===== config.mk =====
export PLATFORM = sky130hd
export DESIGN_NAME = bstp_top
export DESIGN_NICKNAME = d
export VERILOG_FILES = /design/src/include/bstp_pkg.sv /design/src/bstp_sync.sv /design/src/bstp_top.sv
export SDC_FILE = /design/constraint.sdc
export NUM_CORES = 1
export LEC_CHECK = 0
export BUFFER_PORTS_ARGS = -buffer_cell sky130_fd_sc_hd__buf_4
export CAP_MARGIN = 20
export CORE_ASPECT_RATIO = 0.9
export CORE_UTILIZATION = 40
export CTS_CLUSTER_SIZE = 25
export DETAILED_ROUTE_END_ITERATION = 10
export PLACE_DENSITY = 0.56
export SLEW_MARGIN = 25
export SYNTH_ARGS = -nofsm -noshare
export SYNTH_HDL_FRONTEND = slang
export SYNTH_SLANG_ARGS = --single-unit

===== constraint.sdc =====
create_clock -name clk -period 1.7 [get_ports clk]
set_input_delay 0.255 -clock clk [delete_from_list [all_inputs] [get_ports clk]]
set_output_delay 0.255 -clock clk [all_outputs]
set_load 0.005 [all_outputs]

===== src/include/bstp_pkg.sv =====
package bstp_pkg;
  // ===========================================================
  // pin map of the shared general-purpose pins
  localparam int unsigned NGPIO    = 5;
  localparam int unsigned PIN_TCK  = 0;
  localparam int unsigned PIN_TMS  = 1;
  localparam int unsigned PIN_TDI  = 2;
  localparam int unsigned PIN_TDO  = 3;
  localparam int unsigned PIN_TRST = 4;

  // ===========================================================
  // boundary chain: input cells low, output cells high
  localparam int unsigned NB_IN   = 4;
  localparam int unsigned NB_OUT  = 8;
  localparam int unsigned BSR_LEN = NB_IN + NB_OUT;
  localparam int unsigned ID_LEN  = 32;
  localparam int unsigned SYNC_W  = NGPIO + NB_IN + 1;

  // ===========================================================
  // instruction register
  localparam int unsigned IR_LEN = 4;
  localparam logic [IR_LEN-1:0] IR_EXTEST  = 4'h0;
  localparam logic [IR_LEN-1:0] IR_IDCODE  = 4'h1;
  localparam logic [IR_LEN-1:0] IR_SAMPLE  = 4'h2;
  localparam logic [IR_LEN-1:0] IR_PRELOAD = 4'h3;
  localparam logic [IR_LEN-1:0] IR_HIGHZ   = 4'h4;
  localparam logic [IR_LEN-1:0] IR_CLAMP   = 4'h5;
  localparam logic [IR_LEN-1:0] IR_BYPASS  = 4'hF;
  localparam logic [IR_LEN-1:0] IR_CAPTURE = 4'h1;

  // ===========================================================
  // controller states, gray along the usual walk
  typedef enum logic [3:0] {
    ST_TLR   = 4'h0, ST_RTI   = 4'h1, ST_SELDR = 4'h3, ST_CAPDR = 4'h2,
    ST_SHDR  = 4'h6, ST_EX1DR = 4'h7, ST_PSDR  = 4'h5, ST_EX2DR = 4'h4,
    ST_UPDR  = 4'hC, ST_SELIR = 4'hD, ST_CAPIR = 4'hF, ST_SHIR  = 4'hE,
    ST_EX1IR = 4'hA, ST_PSIR  = 4'hB, ST_EX2IR = 4'h9, ST_UPIR  = 4'h8
  } bstp_state_t;
endpackage : bstp_pkg


===== src/bstp_sync.sv =====
`timescale 1ns/1ps
module bstp_sync #(
  parameter int unsigned      W       = 1,
  parameter logic [W-1:0]     RST_VAL = '0
) (
  input  wire logic           clk,
  input  wire logic           rstn,
  input  wire logic [W-1:0]   d,
  output logic      [W-1:0]   q
);
  logic [W-1:0] meta_reg;

  // ===========================================================
  // two-stage synchroniser, one per bit
  genvar i;
  generate
    for (i = 0; i < W; i++) begin : g_bit
      always_ff @(posedge clk or negedge rstn) begin
        if (!rstn) begin
          meta_reg[i] <= RST_VAL[i];
          q[i]        <= RST_VAL[i];
        end else begin
          meta_reg[i] <= d[i];
          q[i]        <= meta_reg[i];
        end
      end
    end
  endgenerate
endmodule : bstp_sync


===== src/bstp_top.sv =====
`timescale 1ns/1ps
module bstp_top
  import bstp_pkg::*;
#(
  // arbitrary neutral identity, lsb must be one
  parameter logic [31:0] ID_VALUE = 32'h0000_1001
) (
  input  wire logic                    clk,
  input  wire logic                    rstn,
  input  wire logic                    test_mode_pin_n,
  input  wire logic [bstp_pkg::NGPIO-1:0]  gpio_in,
  output logic      [bstp_pkg::NGPIO-1:0]  gpio_out,
  output logic      [bstp_pkg::NGPIO-1:0]  gpio_oe,
  input  wire logic [bstp_pkg::NGPIO-1:0]  gpio_func_out,
  input  wire logic [bstp_pkg::NGPIO-1:0]  gpio_func_oe,
  output logic      [bstp_pkg::NGPIO-1:0]  gpio_func_in,
  input  wire logic [bstp_pkg::NB_IN-1:0]  pad_in,
  output logic      [bstp_pkg::NB_IN-1:0]  core_in,
  input  wire logic [bstp_pkg::NB_OUT-1:0] core_out,
  input  wire logic                    core_oe,
  output logic      [bstp_pkg::NB_OUT-1:0] pad_out,
  output logic                         pad_oe,
  output logic                         halt
);
  import bstp_pkg::*;

  // ===========================================================
  // pin sampling
  logic [SYNC_W-1:0] sync_q;
  logic [NGPIO-1:0]  gpio_s;
  logic [NB_IN-1:0]  pad_s;
  logic              test_n_s;

  bstp_sync #(
    .W       (SYNC_W),
    .RST_VAL ({1'b1, {(NB_IN+NGPIO){1'b0}}})
  ) u_sync (
    .clk  (clk),
    .rstn (rstn),
    .d    ({test_mode_pin_n, pad_in, gpio_in}),
    .q    (sync_q)
  );

  assign gpio_s   = sync_q[NGPIO-1:0];
  assign pad_s    = sync_q[NGPIO+NB_IN-1:NGPIO];
  assign test_n_s = sync_q[SYNC_W-1];

  logic active;
  logic trst_s;
  logic tck_rise;
  logic tck_fall;
  logic tck_reg;
  logic tck_next;

  assign active   = !test_n_s;
  assign trst_s   = gpio_s[PIN_TRST];
  assign tck_next = gpio_s[PIN_TCK];
  assign tck_rise = active && tck_next && !tck_reg;
  assign tck_fall = active && !tck_next && tck_reg;

  // ===========================================================
  // helpers
  function automatic bstp_state_t tap_next(bstp_state_t s, logic tms);
    unique case (s)
      ST_TLR:   tap_next = tms ? ST_TLR   : ST_RTI;
      ST_RTI:   tap_next = tms ? ST_SELDR : ST_RTI;
      ST_SELDR: tap_next = tms ? ST_SELIR : ST_CAPDR;
      ST_CAPDR: tap_next = tms ? ST_EX1DR : ST_SHDR;
      ST_SHDR:  tap_next = tms ? ST_EX1DR : ST_SHDR;
      ST_EX1DR: tap_next = tms ? ST_UPDR  : ST_PSDR;
      ST_PSDR:  tap_next = tms ? ST_EX2DR : ST_PSDR;
      ST_EX2DR: tap_next = tms ? ST_UPDR  : ST_SHDR;
      ST_UPDR:  tap_next = tms ? ST_SELDR : ST_RTI;
      ST_SELIR: tap_next = tms ? ST_TLR   : ST_CAPIR;
      ST_CAPIR: tap_next = tms ? ST_EX1IR : ST_SHIR;
      ST_SHIR:  tap_next = tms ? ST_EX1IR : ST_SHIR;
      ST_EX1IR: tap_next = tms ? ST_UPIR  : ST_PSIR;
      ST_PSIR:  tap_next = tms ? ST_EX2IR : ST_PSIR;
      ST_EX2IR: tap_next = tms ? ST_UPIR  : ST_SHIR;
      ST_UPIR:  tap_next = tms ? ST_SELDR : ST_RTI;
    endcase
  endfunction : tap_next

  function automatic logic uses_bsr(logic [IR_LEN-1:0] ir);
    uses_bsr = (ir == IR_EXTEST) || (ir == IR_SAMPLE) ||
               (ir == IR_PRELOAD);
  endfunction : uses_bsr

  function automatic logic drives_pins(logic [IR_LEN-1:0] ir);
    drives_pins = (ir == IR_EXTEST) || (ir == IR_CLAMP);
  endfunction : drives_pins

  // ===========================================================
  // controller and scan registers
  bstp_state_t          state_reg,  state_next;
  logic [IR_LEN-1:0]    ir_reg,     ir_next;
  logic [IR_LEN-1:0]    irsh_reg,   irsh_next;
  logic [ID_LEN-1:0]    idsh_reg,   idsh_next;
  logic [BSR_LEN-1:0]   bsh_reg,    bsh_next;
  logic [BSR_LEN-1:0]   bupd_reg,   bupd_next;
  logic                 byp_reg,    byp_next;
  logic                 tdo_reg,    tdo_next;
  logic                 tdoen_reg,  tdoen_next;
  logic                 dr_bit;
  logic                 tdi_s;
  logic                 tms_s;

  assign tdi_s = gpio_s[PIN_TDI];
  assign tms_s = gpio_s[PIN_TMS];

  always_comb begin
    if (ir_reg == IR_IDCODE) begin
      dr_bit = idsh_reg[0];
    end else if (uses_bsr(ir_reg)) begin
      dr_bit = bsh_reg[0];
    end else begin
      dr_bit = byp_reg;
    end
  end

  always_comb begin
    state_next = state_reg;
    ir_next    = ir_reg;
    irsh_next  = irsh_reg;
    idsh_next  = idsh_reg;
    bsh_next   = bsh_reg;
    bupd_next  = bupd_reg;
    byp_next   = byp_reg;
    tdo_next   = tdo_reg;
    tdoen_next = tdoen_reg;
    if (!active || !trst_s) begin
      state_next = ST_TLR;
      ir_next    = IR_IDCODE;
      tdoen_next = 1'b0;
    end else if (tck_rise) begin
      state_next = tap_next(state_reg, tms_s);
      unique case (state_reg)
        ST_CAPIR: irsh_next = IR_CAPTURE;
        ST_SHIR:  irsh_next = {tdi_s, irsh_reg[IR_LEN-1:1]};
        ST_CAPDR: begin
          idsh_next = ID_VALUE;
          bsh_next  = {core_out, pad_s};
          byp_next  = 1'b0;
        end
        ST_SHDR: begin
          idsh_next = {tdi_s, idsh_reg[ID_LEN-1:1]};
          bsh_next  = {tdi_s, bsh_reg[BSR_LEN-1:1]};
          byp_next  = tdi_s;
        end
        default: ;
      endcase
    end else if (tck_fall) begin
      tdo_next   = (state_reg == ST_SHIR) ? irsh_reg[0] : dr_bit;
      tdoen_next = (state_reg == ST_SHIR) || (state_reg == ST_SHDR);
      if (state_reg == ST_TLR) begin
        ir_next = IR_IDCODE;
      end else if (state_reg == ST_UPIR) begin
        ir_next = irsh_reg;
      end else if (state_reg == ST_UPDR && uses_bsr(ir_reg)) begin
        bupd_next = bsh_reg;
      end
    end
  end

  always_ff @(posedge clk or negedge rstn) begin
    if (!rstn) begin
      state_reg <= ST_TLR;
      ir_reg    <= IR_IDCODE;
      irsh_reg  <= '0;
      idsh_reg  <= '0;
      bsh_reg   <= '0;
      bupd_reg  <= '0;
      byp_reg   <= 1'b0;
      tdo_reg   <= 1'b0;
      tdoen_reg <= 1'b0;
      tck_reg   <= 1'b0;
    end else begin
      state_reg <= state_next;
      ir_reg    <= ir_next;
      irsh_reg  <= irsh_next;
      idsh_reg  <= idsh_next;
      bsh_reg   <= bsh_next;
      bupd_reg  <= bupd_next;
      byp_reg   <= byp_next;
      tdo_reg   <= tdo_next;
      tdoen_reg <= tdoen_next;
      tck_reg   <= tck_next;
    end
  end

  // ===========================================================
  // pin muxing and boundary outputs
  logic [NGPIO-1:0]  gout_next;
  logic [NGPIO-1:0]  goe_next;
  logic [NB_OUT-1:0] pout_next;
  logic              poe_next;

  always_comb begin
    gout_next = gpio_func_out;
    goe_next  = gpio_func_oe;
    pout_next = core_out;
    poe_next  = core_oe;
    if (active) begin
      gout_next          = '0;
      goe_next           = '0;
      gout_next[PIN_TDO] = tdo_reg;
      goe_next[PIN_TDO]  = tdoen_reg;
      // while halted the core drives nothing of its own
      pout_next = '0;
      poe_next  = 1'b0;
      if (drives_pins(ir_reg)) begin
        pout_next = bupd_reg[BSR_LEN-1:NB_IN];
        poe_next  = 1'b1;
      end
    end
  end

  always_ff @(posedge clk or negedge rstn) begin
    if (!rstn) begin
      gpio_out     <= '0;
      gpio_oe      <= '0;
      gpio_func_in <= '0;
      core_in      <= '0;
      pad_out      <= '0;
      pad_oe       <= 1'b0;
      halt         <= 1'b0;
    end else begin
      gpio_out     <= gout_next;
      gpio_oe      <= goe_next;
      gpio_func_in <= active ? '0 : gpio_s;
      core_in      <= pad_s;
      pad_out      <= pout_next;
      pad_oe       <= poe_next;
      halt         <= active;
    end
  end

  // ===========================================================
  // checks
  property p_halt;
    @(posedge clk) disable iff (!rstn)
    $fell(test_n_s) |=> halt ##1 $stable(halt) or test_n_s;
  endproperty
  a_halt: assert property (p_halt) else $error("no halt in test mode");

  property p_idle_tap;
    @(posedge clk) disable iff (!rstn)
    !active |=> state_reg == ST_TLR && !tdoen_reg;
  endproperty
  a_idle_tap: assert property (p_idle_tap) else $error("port live");

  property p_gpio_pass;
    @(posedge clk) disable iff (!rstn)
    !active |=> gpio_oe == $past(gpio_func_oe);
  endproperty
  a_gpio_pass: assert property (p_gpio_pass) else $error("gpio oe");

  property p_scan_inputs;
    @(posedge clk) disable iff (!rstn)
    active |=> gpio_oe[PIN_TCK] == 1'b0 && gpio_oe[PIN_TMS] == 1'b0 &&
               gpio_oe[PIN_TDI] == 1'b0 && gpio_oe[PIN_TRST] == 1'b0;
  endproperty
  a_scan_inputs: assert property (p_scan_inputs) else $error("in driven");

  property p_trst;
    @(posedge clk) disable iff (!rstn)
    !trst_s |=> state_reg == ST_TLR && ir_reg == IR_IDCODE;
  endproperty
  a_trst: assert property (p_trst) else $error("trst ignored");

  property p_ir_shift;
    @(posedge clk) disable iff (!rstn)
    tck_rise && trst_s && state_reg == ST_SHIR
      |=> irsh_reg[IR_LEN-1] == $past(tdi_s);
  endproperty
  a_ir_shift: assert property (p_ir_shift) else $error("tdi lost");

  property p_hold;
    @(posedge clk) disable iff (!rstn)
    active && trst_s && !tck_rise |=> $stable(state_reg);
  endproperty
  a_hold: assert property (p_hold) else $error("step off tck");

  property p_tdo_fall;
    @(posedge clk) disable iff (!rstn)
    tck_fall && trst_s && state_reg == ST_SHDR
      |=> tdo_reg == $past(dr_bit) ##1 gpio_out[PIN_TDO] == tdo_reg;
  endproperty
  a_tdo_fall: assert property (p_tdo_fall) else $error("tdo late");

  property p_highz;
    @(posedge clk) disable iff (!rstn)
    active && ir_reg == IR_HIGHZ |=> !pad_oe;
  endproperty
  a_highz: assert property (p_highz) else $error("pads driven");
endmodule : bstp_top


# --- Word level (Yosys, flattened, before mapping) ---
# Cells that the tools add are included.
classes:
  addsub: 0
  n_mul: 0
  n_div: 0
  magnitude_cmp: 0
  eq_ne: 20
  shift: 0
  mux: 37
  bitwise: 4
  n_reduce_logical: 30
ops:
  columns: ["operator", "count"]
  rows:
  - ["$pmux W32 S2", 1]
  - ["$pmux W4 S12", 1]
  - ["$mux W4", 11]
  - ["$eq A4 B4 Y1 const B", 8]
  - ["$pmux W12 S2", 1]
  - ["$eq A4 B3 Y1 const B", 5]
  - ["$eq A4 B2 Y1 const B", 4]
  - ["$mux W8", 2]
  - ["$mux W5", 3]
  - ["$reduce_and A3 Y1", 4]
  - ["$mux W1", 11]
  - ["$eq A4 B1 Y1 const B", 2]
  - ["$logic_not A4 Y1", 2]
  - ["$pmux W4 S2", 1]
  - ["$reduce_bool A2 Y1", 4]
  - ["$mux W2", 3]
  - ["$mux W3", 2]
  - ["$reduce_and A6 Y1", 1]
  - ["$logic_and A1 B1 Y1", 5]
  - ["$logic_or A1 B1 Y1", 5]
  - ["$logic_not A1 Y1", 4]
  - ["$not A1 Y1", 4]
  - ["$reduce_or A2 Y1", 2]
  - ["$reduce_bool A3 Y1", 1]
  - ["other kinds (4)", 4]
word_totals:
  regBits: 121
  latchBits: 0
  mem_bits_rw: 0
  romBits: 0
  in_bits: 31
  output_inout_bits: 29
  wordCells: 128
  n_memories: 0

# --- Logic depth before layout (Yosys ltp) ---
logic_depth:
  word_depth: 6
  depth_mapped: 7
  mapped_depth_nobuf: 4

# --- Cells and area by module ---
# A second synthesis with hierarchy kept.
unflattened:
  cells_unflattened: 402
  hier_area_um2: 4518.1
by_module_without_submodules:
  columns: ["mod", "n_inst", "cells_each", "area_each_um2", "seq_area_each_um2"]
  rows:
  - ["bstp_top", 1, 382, 4015.1, 2403.6]
  - ["bstp_sync", 1, 20, 503.0, 503.0]

# --- Worst setup path before layout ---
# OpenSTA, ideal clock, no wires.
synth_path:
  path_type: "reg-to-reg"
  startpoint: "register u_sync.q[9]"
  endpoint: "register bupd_reg[10]"
  setup_ps: 125
  arrival_ps: 1407
  required_time_ps: 1575
  path_slack_ps: 169
  path_stages_with_launch: 7
  n_path_buf: 2
  synth_period_minus_slack_ps: 1531
  cell_sequence: "dfstp_2 -> buf_4 -> nand2b_4 -> buf_6 -> nor2_4 -> nand4b_4 -> mux2_2"
synth_via:
  elab_chain_cells: 5
  word_cells_on_any_way: 9
  classes_between: "bitwise (2); reduce/logical (7)"
synth_lines:
  columns: ["element", "line", "source"]
  rows:
  - ["from (decl)", "bstp_sync.sv:9", "output logic [W-1:0] q"]
  - ["from (signal, indexed assignment)", "bstp_sync.sv:21", "q[i] <= RST_VAL[i];"]
  - ["from (signal, indexed assignment)", "bstp_sync.sv:24", "q[i] <= meta_reg[i];"]
  - ["$logic_not A1 Y1", "bstp_top.sv:55", "assign active = !test_n_s;"]
  - ["$logic_and A1 B1 Y1 (2 in a row)", "bstp_top.sv:58", "assign tck_rise = active && tck_next && !tck_reg;"]
  - ["$not A1 Y1 (no line)", null, null]
  - ["$reduce_and A6 Y1 (no line) *", null, null]
  - ["to (signal assigned)", "bstp_top.sv:183", "bupd_reg <= bupd_next;"]
  - ["to (decl)", "bstp_top.sv:100", "logic [BSR_LEN-1:0] bupd_reg, bupd_next;"]
# Mark *: on every way between the ends. The rest lies on a longest branch, timed or not.
# A chain may end at the register's enable or synchronous reset.

# --- Worst setup path after layout ---
layout_path:
  startpoint: "register u_sync.q[9]"
  endpoint: "register bsh_reg[2]"
layout_via:
  elab_chain_cells: 4
  word_cells_on_any_way: 6
  classes_between: "bitwise (1); reduce/logical (5)"
layout_lines:
  columns: ["element", "line", "source"]
  rows:
  - ["$logic_not A1 Y1", "bstp_top.sv:55", null]
  - ["$logic_and A1 B1 Y1 (2 in a row)", "bstp_top.sv:58", null]
  - ["$reduce_and A3 Y1 (no line) *", null, null]
  - ["to (signal assigned)", "bstp_top.sv:182", "bsh_reg <= bsh_next;"]
  - ["to (decl)", "bstp_top.sv:99", "logic [BSR_LEN-1:0] bsh_reg, bsh_next;"]
# Marks and branches as above.

==> results_dict.tcl <==
set metrics [dict create \
    synth_nets 429 \
    drt_iter0_markers 120 \
    numClockSinks 116 \
    nets 508 \
    area_growth_pct 31.00 \
    fin_crit_sh_pct 92.42 \
    rsz0062_at_grt "no" \
    hold_path_depth 2 \
    synth_area_per_cell_um2 11.39 \
    syn_area_um2 4532 \
    end_kind "flop" \
    wl_um 8733 \
    synth_ff_type "dfrtp_1" \
    hold_start "gpio_func_oe[4]" \
    gr-total-overflow 0 \
    setup_viol 0 \
    gp_congestion 0.7422 \
    power.leakage_nw 2.724 \
    slowest_delay_ns 0.55 \
    path_max_fanout 86 \
    placed_area_um2 5211 \
    synth.area.top_cells "dfrtp_1 (62%), nand2_1 (7.0%), o21ai_0 (5.5%)" \
    rows 36 \
    port_buffers 59 \
    async_flop_share_pct 100.0 \
    grt_pass1_vias 3006 \
    htreeDepth 4 \
    numCtsBuffers 17 \
    critical-path-slowest-cell "dfstp_2" \
    hold_path_class "in2reg" \
    via_count 3084 \
    synth_edf_count 0 \
    final_common_cell "dfrtp_1" \
    crit_path_start_kind "flop" \
    clkTransAtPathRegs_ns 0.05 \
    regToRegSetupSlack_ns 0.13 \
    core_area_um2 10950 \
    synth_cells 398 \
    n_fill_cell 948 \
    ir_drop_uv 578.5 \
    maxSlewViolCount 0 \
    worstPathRequired_ns 1.97 \
    cp.arrival_ns 1.84 \
    reg2reg_depth 4 \
    final_cell_mix "dfrtp_1 (113), nand2_1 (84), buf_4 (72)" \
    stdcell_count 642 \
    worstSetupPathType "reg2reg" \
    design_area_um2 5937 \
    synth_top_area_share_pct 62.40 \
    yosysUniqueCellTypes 51 \
    io_pins 60 \
    die_x_um 114.2 \
    ys.warnings.count 0 \
    dp.cells 599 \
    drv_cap 0 \
    grt_pass1_wl_um 14700 \
    antenna_cells 0 \
    final-seq-area_um2 2907 \
    largest_register_ffs 32 \
    dpl.hpwl_um 5694 \
    cts_tree "built" \
    r2r_start "u_sync.q[9]" \
    hold_path_end "gpio_oe[4]" \
    wl_per_cell_um 13.60 \
    cp_cell_sequence "and4bb_2 -> nand3_2 -> buf_12 -> o21ai_0" \
    ys_ff_latch 116 \
    fin_crit_ns 1.571 \
    multi_input_area_um2 1495 \
    worstMarginPinSlew_ns 0.3578 \
    outcome "completed" \
    antenna_found_initial 0 \
    drc 0 \
    synth_top_cell_by_area "dfrtp_1" \
    dieArea_um2 11760 \
    grtUsageTotal_pct 16.74 \
    fmax_mhz 636.5 \
    cts_root_buf "clkbuf_16" \
    seq_area_frac_synth_pct 64.14 \
    relSlewSlack_pct 76.15 \
    cts_buffer_depth 2 \
    reg2reg_to "bsh_reg[2]" \
    start_util_pct 41.40 \
    drtPass1Iterations 4 \
    ant_nets 0 \
    total_power_mw 6.767 \
    power.density_nw_per_um2 1140 \
    grt_max_degree 87 \
    avgViaCountPerCell 4.804 \
    fin_skew_ns 0.01348 \
    final.setup.tns_ns 0 \
    clk_latency_ns 0.42 \
    drive_gt1_share_pct 26.53 \
    hold_viol 0 \
    die_height_um 103.0 \
]
-- report_power, final --
part	switching, mW	internal (mW)	total (mW)
combinational	0.136	0.162	0.297
clock	1.23	2.37	3.60
sequential	0.0348	2.84	2.87
total	1.40	5.37	6.77
-- routing by layer --
metal  part of all wire (%)  track usage [%]  up-vias
met5                      0                0        -
met4                    2.2            9.191        0
met3                    4.4            4.997       16
met2                     44            24.66       70
met1                     49            22.33     1483
li1                       -                -     1515
-- cell usage after synthesis, types with 2 or more instances --
| cell | number |
|---|---|
| buf_4 | 2 |
| nand2b_1 | 7 |
| mux2_2 | 11 |
| nor3b_1 | 2 |
| buf_2 | 6 |
| nand3_1 | 8 |
| nand2_1 | 84 |
| clkbuf_1 | 15 |
| a22o_1 | 8 |
| nor2_1 | 9 |
| and2_1 | 13 |
| a21o_1 | 4 |
| dfstp_2 | 3 |
| dfrtp_1 | 113 |
| nor2b_1 | 7 |
| nor3_1 | 2 |
| a21oi_1 | 8 |
| mux2i_1 | 13 |
| a31oi_1 | 2 |
| o21ai_0 | 50 |
-- worst max path at each step --
stage                       startpoint  depth (start not counted)  slack, ns      endpoint
after CTS                 state_reg[2]                          4       0.10     ir_reg[0]
final                      u_sync.q[9]                          4       0.13    bsh_reg[2]
after global routing      state_reg[0]                          5       0.02    bsh_reg[7]
after floorplan            u_sync.q[9]                          6       0.17  bupd_reg[10]
after detailed placement  state_reg[2]                          4       0.11     ir_reg[0]
after global placement       ir_reg[0]                          3       0.16   bupd_reg[9]
-- kinds of logic (layout without fill, tap and decap cells) --
group           after synthesis  in the layout  synth area share, %
simple gates                145            145                15.90
flops                       116            116                64.14
buf+inv                      28            120                3.092
xor+xnor                      1              1               0.1933
mux                          24             24                5.605
compound gates               84             84                11.07
-- critical path, delay by kind of cell, from the launching register on --
kind	cells	cell delay, ns
AO/OA/AOI/OAI	1	0.16
flip-flops	1	0.55
buffers and inverters	1	0.26
AND/OR/NAND/NOR	2	0.40
-- final cells by class --
type | count | area share, %
Sequential cell | 116 | 48.96
Multi-Input combinational cell | 254 | 25.18
Timing Repair Buffer | 87 | 12.31
Clock buffer | 19 | 7.629
Tap cell | 152 | 3.203
Clock inverter | 13 | 2.655
Inverter | 1 | 0.06322
-- timing repair --
item                                    in CTS  in global routing
resized for setup                            0                  1
endpoints found under the setup margin       0                  1
hold buffers                                11                  0
buffers inserted                             0                  0
endpoints found under the hold margin      123                  0
-- stage by stage --
stage               util, %  hold WS (ns)  setup slack (ns)
floorplan                 -      -0.04059            0.1687
global placement      47.61        0.2626            0.1645
detailed placement    47.61        0.2567            0.1083
CTS                   54.20       0.03845            0.1002
global route          54.24       0.04293           0.01809
finish                54.24       0.05766            0.1288
(Power assumes the default switching activity.)
